===== config.mk =====
export PLATFORM = sky130hd
export DESIGN_NAME = cfgfb_top
export DESIGN_NICKNAME = d
export VERILOG_FILES = /design/src/hdl/cfgfb_pkg.sv /design/src/hdl/cfgfb_top.sv
export SDC_FILE = /design/constraint.sdc
export NUM_CORES = 1
export LEC_CHECK = 0
export BUFFER_PORTS_ARGS = -buffer_cell sky130_fd_sc_hd__clkbuf_2
export CORE_MARGIN = 4
export CORE_UTILIZATION = 61
export CTS_CLUSTER_DIAMETER = 150
export DETAILED_ROUTE_END_ITERATION = 8
export GPL_ROUTABILITY_DRIVEN = 0
export PLACE_DENSITY = 0.83
export SLEW_MARGIN = 30
export SYNTH_ARGS = -nofsm -noshare
export SYNTH_HDL_FRONTEND = slang
export SYNTH_SLANG_ARGS = --single-unit

===== constraint.sdc =====
create_clock -name SYS_CLK_I -period 4.24 [get_ports SYS_CLK_I]
set_clock_uncertainty 0.15 [all_clocks]
set_input_delay 0.424 -clock SYS_CLK_I [delete_from_list [all_inputs] [get_ports SYS_CLK_I]]
set_output_delay 0.424 -clock SYS_CLK_I [all_outputs]
set_load 0.005 [all_outputs]

===== src/hdl/cfgfb_pkg.sv =====
// Package: addresses, field positions, reset values and carriers of the config fuse bank
package cfgfb_pkg;

  // ==========================================================================
  // Byte addresses on the programming port
  // ==========================================================================
  localparam int          ADDR_W            = 22;
  localparam int          NUM_CFG           = 12;
  localparam logic [21:0] ADDR_OSC_CFG_HI   = 22'h300001;
  localparam logic [21:0] ADDR_POWER_CFG_LO = 22'h300002;
  localparam logic [21:0] ADDR_WDT_CFG_HI   = 22'h300003;
  localparam logic [21:0] ADDR_PMODE_CFG_LO = 22'h300004;
  localparam logic [21:0] ADDR_PINMUX_HI    = 22'h300005;
  localparam logic [21:0] ADDR_DBGPROG_LO   = 22'h300006;
  localparam logic [21:0] ADDR_CP_BLOCKS    = 22'h300008;
  localparam logic [21:0] ADDR_CP_BOOT_EE   = 22'h300009;
  localparam logic [21:0] ADDR_WP_BLOCKS    = 22'h30000A;
  localparam logic [21:0] ADDR_WP_SPECIAL   = 22'h30000B;
  localparam logic [21:0] ADDR_RP_BLOCKS    = 22'h30000C;
  localparam logic [21:0] ADDR_RP_BOOT      = 22'h30000D;
  localparam logic [21:0] ADDR_PART_ID_LO   = 22'h3FFFFE;
  localparam logic [21:0] ADDR_PART_ID_HI   = 22'h3FFFFF;

  // ==========================================================================
  // Storage indices, one per config byte
  // ==========================================================================
  localparam logic [3:0] IDX_OSC     = 4'h0;
  localparam logic [3:0] IDX_POWER   = 4'h1;
  localparam logic [3:0] IDX_WDT     = 4'h2;
  localparam logic [3:0] IDX_PMODE   = 4'h3;
  localparam logic [3:0] IDX_PINMUX  = 4'h4;
  localparam logic [3:0] IDX_DBGPROG = 4'h5;
  localparam logic [3:0] IDX_CP_BLK  = 4'h6;
  localparam logic [3:0] IDX_CP_BEE  = 4'h7;
  localparam logic [3:0] IDX_WP_BLK  = 4'h8;
  localparam logic [3:0] IDX_WP_SPC  = 4'h9;
  localparam logic [3:0] IDX_RP_BLK  = 4'hA;
  localparam logic [3:0] IDX_RP_BOOT = 4'hB;

  // Unprogrammed values, index 0 on the right
  localparam logic [NUM_CFG-1:0][7:0] CFG_RESET = {
    8'h40, 8'hFF, 8'hE0, 8'hFF, 8'hC0, 8'hFF,
    8'h85, 8'h01, 8'h83, 8'h0F, 8'h0F, 8'h27};
  // Implemented bit positions; the rest store and read zero
  localparam logic [NUM_CFG-1:0][7:0] CFG_IMPL = {
    8'h40, 8'hFF, 8'hE0, 8'hFF, 8'hC0, 8'hFF,
    8'h85, 8'h03, 8'h83, 8'h0F, 8'h0F, 8'h27};

  // ==========================================================================
  // Field positions
  // ==========================================================================
  localparam int BIT_LOWPWR_SYSCLK = 5;
  localparam int LSB_OSC_SELECT    = 0;
  localparam int LSB_BOR_THRESH    = 2;
  localparam int BIT_BOR_EN        = 1;
  localparam int BIT_PWRT_EN_N     = 0;
  localparam int LSB_WDT_POST      = 1;
  localparam int BIT_WDT_FORCE     = 0;
  localparam int BIT_EXT_WAIT      = 7;
  localparam int LSB_PMODE         = 0;
  localparam int BIT_TMR_OSC_MUX   = 1;
  localparam int BIT_CCP2_MUX      = 0;
  localparam int BIT_DEBUG_N       = 7;
  localparam int BIT_LV_PROG       = 2;
  localparam int BIT_STACK_RST     = 0;
  localparam int BIT_EE_CP         = 7;
  localparam int BIT_BOOT_CP       = 6;
  localparam int BIT_EE_WP         = 7;
  localparam int BIT_BOOT_WP       = 6;
  localparam int BIT_CFG_WP        = 5;
  localparam int BIT_BOOT_RP       = 6;
  localparam int LSB_PART_LO       = 5;

  // ==========================================================================
  // Encodings and brown-out trip levels
  // ==========================================================================
  localparam logic [2:0]  OSC_RC_PORT  = 3'b111;
  localparam logic [2:0]  OSC_HS_PLL   = 3'b110;
  localparam logic [2:0]  OSC_EC_PORT  = 3'b101;
  localparam logic [2:0]  OSC_RC_DIV4  = 3'b100;
  localparam logic [1:0]  PM_MICROCTL  = 2'b11;
  localparam logic [1:0]  PM_MICROPROC = 2'b10;
  localparam logic [1:0]  PM_MP_BOOT   = 2'b01;
  localparam logic [1:0]  PM_EXT_MCU   = 2'b00;
  localparam logic [12:0] BOR_MV_2V0   = 13'd2000;
  localparam logic [12:0] BOR_MV_2V7   = 13'd2700;
  localparam logic [12:0] BOR_MV_4V2   = 13'd4200;
  localparam logic [12:0] BOR_MV_4V5   = 13'd4500;

  typedef enum logic [1:0] {MODE_RUN, MODE_LV_PROG, MODE_HV_PROG} cfgfb_mode_e;

  // Byte request from the serial programming engine
  typedef struct packed {
    logic        rd;
    logic        wr;
    logic [21:0] addr;
    logic [7:0]  wdata;
  } cfgfb_prog_req_s;

  typedef struct packed {
    logic       rvalid;
    logic [7:0] rdata;
    logic       wack;
    logic       werr;
  } cfgfb_prog_rsp_s;

  // Decoded settings handed to the core
  typedef struct packed {
    logic [2:0]  osc_select;
    logic        osc_pll_en;
    logic        osc_pin_is_port;
    logic        osc_div4_out;
    logic        lowpwr_sysclk_en;
    logic        brownout_enable;
    logic [1:0]  brownout_threshold;
    logic [12:0] brownout_mv;
    logic        powerup_timer_en;
    logic [2:0]  watchdog_postscale;
    logic [7:0]  watchdog_ratio;
    logic        watchdog_force_on;
    logic        ext_bus_wait_off;
    logic [1:0]  processor_mode_select;
    logic        timer_osc_legacy;
    logic        ccp2_on_port_c;
    logic        debugger_en;
    logic        stack_fault_reset_enable;
    logic [7:0]  block_code_protect;
    logic        boot_code_protect;
    logic        eeprom_code_protect;
    logic [7:0]  block_write_protect;
    logic        boot_write_protect;
    logic        eeprom_write_protect;
    logic        config_write_protect;
    logic [7:0]  block_table_read_protect;
    logic        boot_table_read_protect;
  } cfgfb_core_cfg_s;

endpackage


===== src/hdl/cfgfb_top.sv =====
// Config fuse bank: byte store, part identity, programming entry and decoded settings
`timescale 1ns/1ps
`default_nettype none

module cfgfb_top
  import cfgfb_pkg::*;
#(
  parameter int unsigned PART_NUMBER = 32'd1365, // Arbitrary value
  parameter int unsigned REVISION    = 32'd3     // Arbitrary value
) (
  input  wire logic            SYS_CLK_I,
  input  wire logic            NRST_I,
  input  wire cfgfb_prog_req_s PROG_REQ_I,
  output var  cfgfb_prog_rsp_s PROG_RSP_O,
  input  wire logic            MCLR_HV_DETECT_I,
  input  wire logic            PROG_ENTRY_PIN_I,
  input  wire logic            WATCHDOG_SW_ENABLE_I,
  input  wire logic [1:0]      EXT_BUS_WAIT_STATES_I,
  output var  logic            LV_PROG_ACTIVE_O,
  output var  logic            HV_PROG_ACTIVE_O,
  output var  logic            PROG_ENTRY_GPIO_EN_O,
  output var  logic            WATCHDOG_ON_O,
  output var  logic [1:0]      EXT_BUS_WAIT_O,
  output var  cfgfb_core_cfg_s CORE_CFG_O
);

  // ==========================================================================
  // Elaboration checks
  // ==========================================================================
  if (PART_NUMBER > 32'd2047) begin : g_bad_part
    $error("PART_NUMBER does not fit eleven bits");
  end
  if (REVISION > 32'd31) begin : g_bad_rev
    $error("REVISION does not fit five bits");
  end

  localparam logic [10:0] PART_NUM = PART_NUMBER[10:0];
  localparam logic [4:0]  REV_CODE = REVISION[4:0];

  // Identity bytes assembled once
  localparam logic [7:0] ID_LO = {PART_NUM[2:0], REV_CODE};
  localparam logic [7:0] ID_HI = PART_NUM[10:3];

  // ==========================================================================
  // State
  // ==========================================================================
  typedef struct packed {
    logic [1:0]                hv_sync;
    logic [1:0]                pin_sync;
    cfgfb_mode_e               mode;
    logic [NUM_CFG-1:0][7:0]   cfg;
    logic                      sampled;
    cfgfb_core_cfg_s           core;
    cfgfb_prog_rsp_s           rsp;
    logic                      gpio_en;
    logic                      wdt_on;
    logic [1:0]                wait_st;
    logic                      lv_act;
    logic                      hv_act;
  } cfgfb_state_s;

  cfgfb_state_s st;
  cfgfb_state_s next_st;

  // ==========================================================================
  // Functions
  // ==========================================================================

  // Address to storage index; hit low when not a config byte
  function automatic logic [4:0] cfg_index(input logic [21:0] a);
    logic [4:0] r;
    r = 5'h00;
    unique case (a)
      ADDR_OSC_CFG_HI:   r = {1'b1, IDX_OSC};
      ADDR_POWER_CFG_LO: r = {1'b1, IDX_POWER};
      ADDR_WDT_CFG_HI:   r = {1'b1, IDX_WDT};
      ADDR_PMODE_CFG_LO: r = {1'b1, IDX_PMODE};
      ADDR_PINMUX_HI:    r = {1'b1, IDX_PINMUX};
      ADDR_DBGPROG_LO:   r = {1'b1, IDX_DBGPROG};
      ADDR_CP_BLOCKS:    r = {1'b1, IDX_CP_BLK};
      ADDR_CP_BOOT_EE:   r = {1'b1, IDX_CP_BEE};
      ADDR_WP_BLOCKS:    r = {1'b1, IDX_WP_BLK};
      ADDR_WP_SPECIAL:   r = {1'b1, IDX_WP_SPC};
      ADDR_RP_BLOCKS:    r = {1'b1, IDX_RP_BLK};
      ADDR_RP_BOOT:      r = {1'b1, IDX_RP_BOOT};
      default:           r = 5'h00;
    endcase
    return r;
  endfunction

  // Brown-out code to trip level in millivolts
  function automatic logic [12:0] bor_mv(input logic [1:0] code);
    logic [12:0] mv;
    mv = BOR_MV_4V5;
    unique case (code)
      2'b11: mv = BOR_MV_2V0;
      2'b10: mv = BOR_MV_2V7;
      2'b01: mv = BOR_MV_4V2;
      2'b00: mv = BOR_MV_4V5;
    endcase
    return mv;
  endfunction

  // Raw bytes to the settings the core consumes
  function automatic cfgfb_core_cfg_s decode(input logic [NUM_CFG-1:0][7:0] c);
    cfgfb_core_cfg_s d;
    logic [2:0]      osc;
    d   = '0;
    osc = c[IDX_OSC][LSB_OSC_SELECT +: 3];
    d.osc_select         = osc;
    d.osc_pll_en         = (osc == OSC_HS_PLL);
    d.osc_pin_is_port    = (osc == OSC_RC_PORT) || (osc == OSC_EC_PORT);
    d.osc_div4_out       = (osc == OSC_RC_DIV4);
    d.lowpwr_sysclk_en   = ~c[IDX_OSC][BIT_LOWPWR_SYSCLK];
    d.brownout_enable    = c[IDX_POWER][BIT_BOR_EN];
    d.brownout_threshold = c[IDX_POWER][LSB_BOR_THRESH +: 2];
    d.brownout_mv        = bor_mv(c[IDX_POWER][LSB_BOR_THRESH +: 2]);
    d.powerup_timer_en   = ~c[IDX_POWER][BIT_PWRT_EN_N];
    d.watchdog_postscale = c[IDX_WDT][LSB_WDT_POST +: 3];
    d.watchdog_ratio     = 8'h01 << c[IDX_WDT][LSB_WDT_POST +: 3];
    d.watchdog_force_on  = c[IDX_WDT][BIT_WDT_FORCE];
    d.ext_bus_wait_off   = c[IDX_PMODE][BIT_EXT_WAIT];
    d.processor_mode_select = c[IDX_PMODE][LSB_PMODE +: 2];
    d.timer_osc_legacy   = c[IDX_PINMUX][BIT_TMR_OSC_MUX];
    d.ccp2_on_port_c     = c[IDX_PINMUX][BIT_CCP2_MUX];
    d.debugger_en        = ~c[IDX_DBGPROG][BIT_DEBUG_N];
    d.stack_fault_reset_enable = c[IDX_DBGPROG][BIT_STACK_RST];
    // Protection outputs are active high: 1 means the region is guarded
    d.block_code_protect   = ~c[IDX_CP_BLK];
    d.boot_code_protect    = ~c[IDX_CP_BEE][BIT_BOOT_CP];
    d.eeprom_code_protect  = ~c[IDX_CP_BEE][BIT_EE_CP];
    d.block_write_protect  = ~c[IDX_WP_BLK];
    d.boot_write_protect   = ~c[IDX_WP_SPC][BIT_BOOT_WP];
    d.eeprom_write_protect = ~c[IDX_WP_SPC][BIT_EE_WP];
    d.config_write_protect = ~c[IDX_WP_SPC][BIT_CFG_WP];
    d.block_table_read_protect = ~c[IDX_RP_BLK];
    d.boot_table_read_protect  = ~c[IDX_RP_BOOT][BIT_BOOT_RP];
    return d;
  endfunction

  // Decoded factory image as a constant, so the async reset loads constants only
  localparam cfgfb_core_cfg_s CORE_RESET = decode(CFG_RESET);

  // ==========================================================================
  // Next-state logic
  // ==========================================================================
  logic [4:0] rd_hit;
  logic [4:0] wr_hit;
  logic       lv_prog_en;
  logic       hv_seen;
  logic       pin_seen;
  logic       cfg_locked;
  logic [7:0] wr_byte;
  logic [7:0] rd_byte;

  always_comb begin
    next_st = st;

    // Pins cross in through two flops; only the second flop, bit 1, is read below
    next_st.hv_sync  = {st.hv_sync[0], MCLR_HV_DETECT_I};
    next_st.pin_sync = {st.pin_sync[0], PROG_ENTRY_PIN_I};
    hv_seen    = st.hv_sync[1];
    pin_seen   = st.pin_sync[1];
    lv_prog_en = st.cfg[IDX_DBGPROG][BIT_LV_PROG];
    cfg_locked = ~st.cfg[IDX_WP_SPC][BIT_CFG_WP];

    // Entry and exit of programming modes
    unique case (st.mode)
      MODE_RUN: begin
        if (hv_seen) begin
          next_st.mode = MODE_HV_PROG;
        end else if (pin_seen && lv_prog_en) begin
          next_st.mode = MODE_LV_PROG;
        end
      end
      MODE_LV_PROG: begin
        if (hv_seen) begin
          next_st.mode = MODE_HV_PROG;
        end else if (!pin_seen) begin
          next_st.mode = MODE_RUN;
        end
      end
      MODE_HV_PROG: begin
        if (!hv_seen) begin
          next_st.mode = MODE_RUN;
        end
      end
    endcase

    // Pin is I/O only with low-voltage entry disabled and not in that mode
    next_st.gpio_en = ~lv_prog_en && (next_st.mode != MODE_LV_PROG);
    // Mode flags kept in flops beside the mode, so the outputs need no decode
    next_st.lv_act = (next_st.mode == MODE_LV_PROG);
    next_st.hv_act = (next_st.mode == MODE_HV_PROG);

    // Byte read: one cycle later, masked, identity always visible
    rd_hit  = cfg_index(PROG_REQ_I.addr);
    rd_byte = 8'h00;
    if (rd_hit[4]) begin
      rd_byte = st.cfg[rd_hit[3:0]] & CFG_IMPL[rd_hit[3:0]];
    end else if (PROG_REQ_I.addr == ADDR_PART_ID_LO) begin
      rd_byte = ID_LO;
    end else if (PROG_REQ_I.addr == ADDR_PART_ID_HI) begin
      rd_byte = ID_HI;
    end
    next_st.rsp.rvalid = PROG_REQ_I.rd;
    next_st.rsp.rdata  = PROG_REQ_I.rd ? rd_byte : 8'h00;

    // Byte write: programming mode only, config unlocked, config bytes only
    wr_hit  = cfg_index(PROG_REQ_I.addr);
    wr_byte = PROG_REQ_I.wdata;
    next_st.rsp.wack = 1'b0;
    next_st.rsp.werr = 1'b0;
    if (PROG_REQ_I.wr) begin
      if (wr_hit[4] && (st.mode != MODE_RUN) && !cfg_locked) begin
        if ((wr_hit[3:0] == IDX_DBGPROG) && (st.mode != MODE_HV_PROG)) begin
          // Keep the entry enable unless under high voltage
          wr_byte[BIT_LV_PROG] = lv_prog_en;
        end
        next_st.cfg[wr_hit[3:0]] = wr_byte & CFG_IMPL[wr_hit[3:0]];
        next_st.rsp.wack = 1'b1;
      end else begin
        next_st.rsp.werr = 1'b1;
      end
    end

    // Core copy taken once after reset release, then frozen
    if (!st.sampled) begin
      next_st.core    = decode(st.cfg);
      next_st.sampled = 1'b1;
    end

    // Watchdog on when forced, else under software control
    next_st.wdt_on = st.core.watchdog_force_on | WATCHDOG_SW_ENABLE_I;
    // No wait states when the wait bit is set
    next_st.wait_st = st.core.ext_bus_wait_off ? 2'b00 : EXT_BUS_WAIT_STATES_I;
  end

  // ==========================================================================
  // State register
  // ==========================================================================
  // Bank restarts from unprogrammed values; a real fuse array would persist
  always_ff @(posedge SYS_CLK_I or negedge NRST_I) begin
    if (!NRST_I) begin
      st          <= '0;
      st.mode     <= MODE_RUN;
      st.cfg      <= CFG_RESET;
      st.core     <= CORE_RESET;
      st.gpio_en  <= 1'b0;
    end else begin
      st <= next_st;
    end
  end

  // ==========================================================================
  // Outputs, all straight from the state register
  // ==========================================================================
  assign PROG_RSP_O           = st.rsp;
  assign LV_PROG_ACTIVE_O     = st.lv_act;
  assign HV_PROG_ACTIVE_O     = st.hv_act;
  assign PROG_ENTRY_GPIO_EN_O = st.gpio_en;
  assign WATCHDOG_ON_O        = st.wdt_on;
  assign EXT_BUS_WAIT_O       = st.wait_st;
  assign CORE_CFG_O           = st.core;

endmodule

`default_nettype wire


==> flow_summary_export.csv <==
group,metric,value,unit
sta,final.min_clock_period,2.970,ns
routing,via_count,6132,
floorplan,coreArea,13830,um2
grt,grt_pass1_vias,5867,
logic_synthesis,synthesis.yosys.warnings,0,
logic_synthesis,synth_ff_type,"dfrtp_1",
cells_and_area,syn_to_final_growth,7.688,%
routing,finalWirelength,18850,um
setup_path,worst_setup_path_start_kind,"input port",
cells_and_area,nNetsFinal,919,
logic_synthesis,async_reset_ff_share,100.0,%
cells_and_area,multi_input_area,3188,um2
logic_synthesis,avgSynthCellArea,10.14,um2
grt,antenna_found_initial,0,
clocking,post_cts_buffers,0,
cells_and_area,nFillCells,1082,
cells_and_area,layout_common_cells,"nand2_1 (166), clkbuf_2 (125), dfrtp_1 (102)",
floorplan,die-area,15990,um2
setup_path,crit_slowest_cell,"or3_4",
routing,firstDrtPassIters,6,
floorplan,die_y,126.5,um
placement,dp_hpwl,13420,um
power,powerDensity,377.5,nW/um2
floorplan,fp.dieW,126.5,um
grt,grt_max_degree,119,
floorplan,initial_core_util,61.91,%
cells_and_area,drive_gt1_share,33.22,%
logic_synthesis,synth_cell_type_count,67,
cells_and_area,seq_area,4447,um2
cells_and_area,utilization,66.67,%
clocking,cts_tree,"yes",
setup_path,critPathBufInv,2,
flow_run,maxCapViolCount,0,
clocking,path_clk_slew,0.06,ns
sta,setup_tns,0,ns
logic_synthesis,ys_seq_area_share,51.90,%
cells_and_area,final_common_cell,"nand2_1",
clocking,cts_inserted_buffers,17,
clocking,numClockSinks,174,
clocking,htreeDepth,4,
setup_path,cpPeakStageDelay,0.45,ns
sta,hold_viol_final,0,
clocking,ctsResizeCount,0,
floorplan,top_level_ports,129,
sta,rsz0062_at_grt,"false",
floorplan,std_cell_rows,43,
setup_path,cp.arrival,3.15,ns
sta,worst_slew_pin_slew,0.9219,ns
worst_hold_path,min_path_type,"input port to flop",
logic_synthesis,synth-seq-cells,174,
sta,setup_viol,0,
setup_path,crit_type,"input port to flop",
cells_and_area,antenna_cells,0,
setup_path,cp.required,4.42,ns
run_status,status,"finished clean",
logic_synthesis,synth_edf_count,0,
routing,post_drt_wl_per_cell,17.80,um
logic_synthesis,synthCells,844,
grt,grt-ovfl-total,0,
power,power_leakage,0.003990,uW
clocking,ctsHoldBuffers,3,
clocking,cts-root-buf,"clkbuf_16",
placement,io_buffers,126,
clocking,clk_latency,0.43,ns
logic_synthesis,syn-cell-area,8561,um2
sta,max-slew-margin-rel,38.20,%
routing,drc,0,
routing,drtIter0Drc,606,
routing,ant_nets,0,
sta,fmax,336.7,MHz
setup_path,worstPathCellList,"clkbuf_2 -> nor4_4 -> and3_4 -> nand3_1 -> nor2_1 -> inv_1 -> ha_1 -> nor3b_2 -> mux2i_1 -> or3_4 -> o21ai_0",
sta,maxSlewViolCount,0,
sta,min_period_over_period,70.05,%
setup_path,crit_family,"simple AND/OR/NAND/NOR gates",
setup_path,critPathCaptureType,"flop",
routing,vias_per_cell,5.790,
power,ir_drop,0.2948,mV
grt,grt_pass1_wl,30730,um
grt,globalRouteTotalUtil,24.26,%
setup_path,crit_fanout,12,
clocking,cts_max_path_buffers,2,
layout make-up:
type                            instances  share of cell area (%)
Inverter                               13                  0.5293
Clock buffer                           23                   5.076
Sequential cell                       174                   48.24
Multi-Input combinational cell        526                   34.58
Tap cell                              180                   2.443
Timing Repair Buffer                  134                   7.940
Clock inverter                          9                   1.194
power by group:
part / switching, uW / total [uW] / internal, uW
Combinational: 137 / 219 / 81.9
Clock: 630 / 1530 / 901
Sequential: 26.8 / 1730 / 1700
Total: 794 / 3480 / 2690
through the flow:
step	area [um2]	setup slack [ns]	total power [uW]	hold WS (ns)	std cells
final	9219	1.270	3480	0.04173	1059
after global routing	9219	1.138	3602	0.03575	1059
after CTS	9196	1.333	3498	0.02805	1058
after detailed placement	8588	0.8852	1975	0.1926	1023
after global placement	8588	1.021	1968	0.1814	1023
after floorplan	8564	1.313	1894	-0.02159	845
cells by family (layout without fill, tap and decap cells):
logic type / after synthesis / after routing / synth area share (%)
flops: 174 / 174 / 51.90
mux: 60 / 60 / 7.717
compound gates: 183 / 183 / 12.91
buf+inv: 145 / 179 / 10.90
fa+ha+maj: 14 / 14 / 2.046
other cells: 2 / 3 / 0.08773
xor+xnor: 1 / 1 / 0.1023
simple gates: 265 / 265 / 14.34
sequential cells by signal, indices dropped and copies added, names as in the netlist:
signal	count
st	82
CORE_CFG_O	70
PROG_RSP_O	11
EXT_BUS_WAIT_O	2
next_st	2
HV_PROG_ACTIVE_O	1
LV_PROG_ACTIVE_O	1
PROG_ENTRY_GPIO_EN_O	1
WATCHDOG_ON_O	1
hv_seen	1
lv_prog_en	1
pin_seen	1
synth_stat cells, types with 4 or more instances:
| library cell | instances | share of area (%) |
|---|---|---|
| nand2_1 | 166 | 7.3 |
| dfrtp_1 | 103 | 30 |
| buf_4 | 89 | 7.8 |
| o21ai_0 | 87 | 5.1 |
| dfstp_2 | 71 | 22 |
| mux2i_1 | 32 | 3.7 |
| o21ai_1 | 28 | 1.6 |
| mux2_2 | 25 | 3.3 |
| buf_2 | 23 | 1.3 |
| nor2_1 | 22 | 0.96 |
| nand3_1 | 20 | 1.2 |
| clkbuf_1 | 16 | 0.70 |
| a21oi_1 | 15 | 0.88 |
| ha_1 | 14 | 2.0 |
| inv_1 | 12 | 0.53 |
| o21ai_2 | 10 | 1.0 |
| and3_1 | 8 | 0.58 |
| nand4_1 | 7 | 0.51 |
| nand2b_1 | 6 | 0.44 |
| nor4_1 | 6 | 0.44 |
| o31ai_1 | 6 | 0.53 |
| a211oi_1 | 5 | 0.44 |
| o211ai_1 | 5 | 0.44 |
| a32o_1 | 4 | 0.47 |
| nor2b_1 | 4 | 0.29 |
| nor3_1 | 4 | 0.23 |
| o22ai_1 | 4 | 0.29 |
routing by layer:
layer  up-vias  routed length (um)  share of wire [%]  track usage (%)
met5         -                   0                  0                0
met4         0                 444                2.4            8.013
met3        40                1830                9.7            7.368
met2       298                8440                 45            35.71
met1      2926                8132                 43            34.70
li1       2868                   -                  -                -
path summary, 6_finish.rpt:
path                                 startpoint            end  slack (ns)  cells past startpoint
setup / recovery                 PROG_REQ_I[12]        st[165]        1.27                     11
hold / removal             WATCHDOG_SW_ENABLE_I  WATCHDOG_ON_O        0.04                      2
setup reg to reg                        st[187]        st[149]        1.67                      7
hold reg to reg                    next_st[190]       pin_seen        0.21                      0
max in group asynchronous                NRST_I        st[107]        2.57                      3
min in group asynchronous                NRST_I  PROG_RSP_O[7]        0.50                      2
Power figures use the tool's default switching activity.
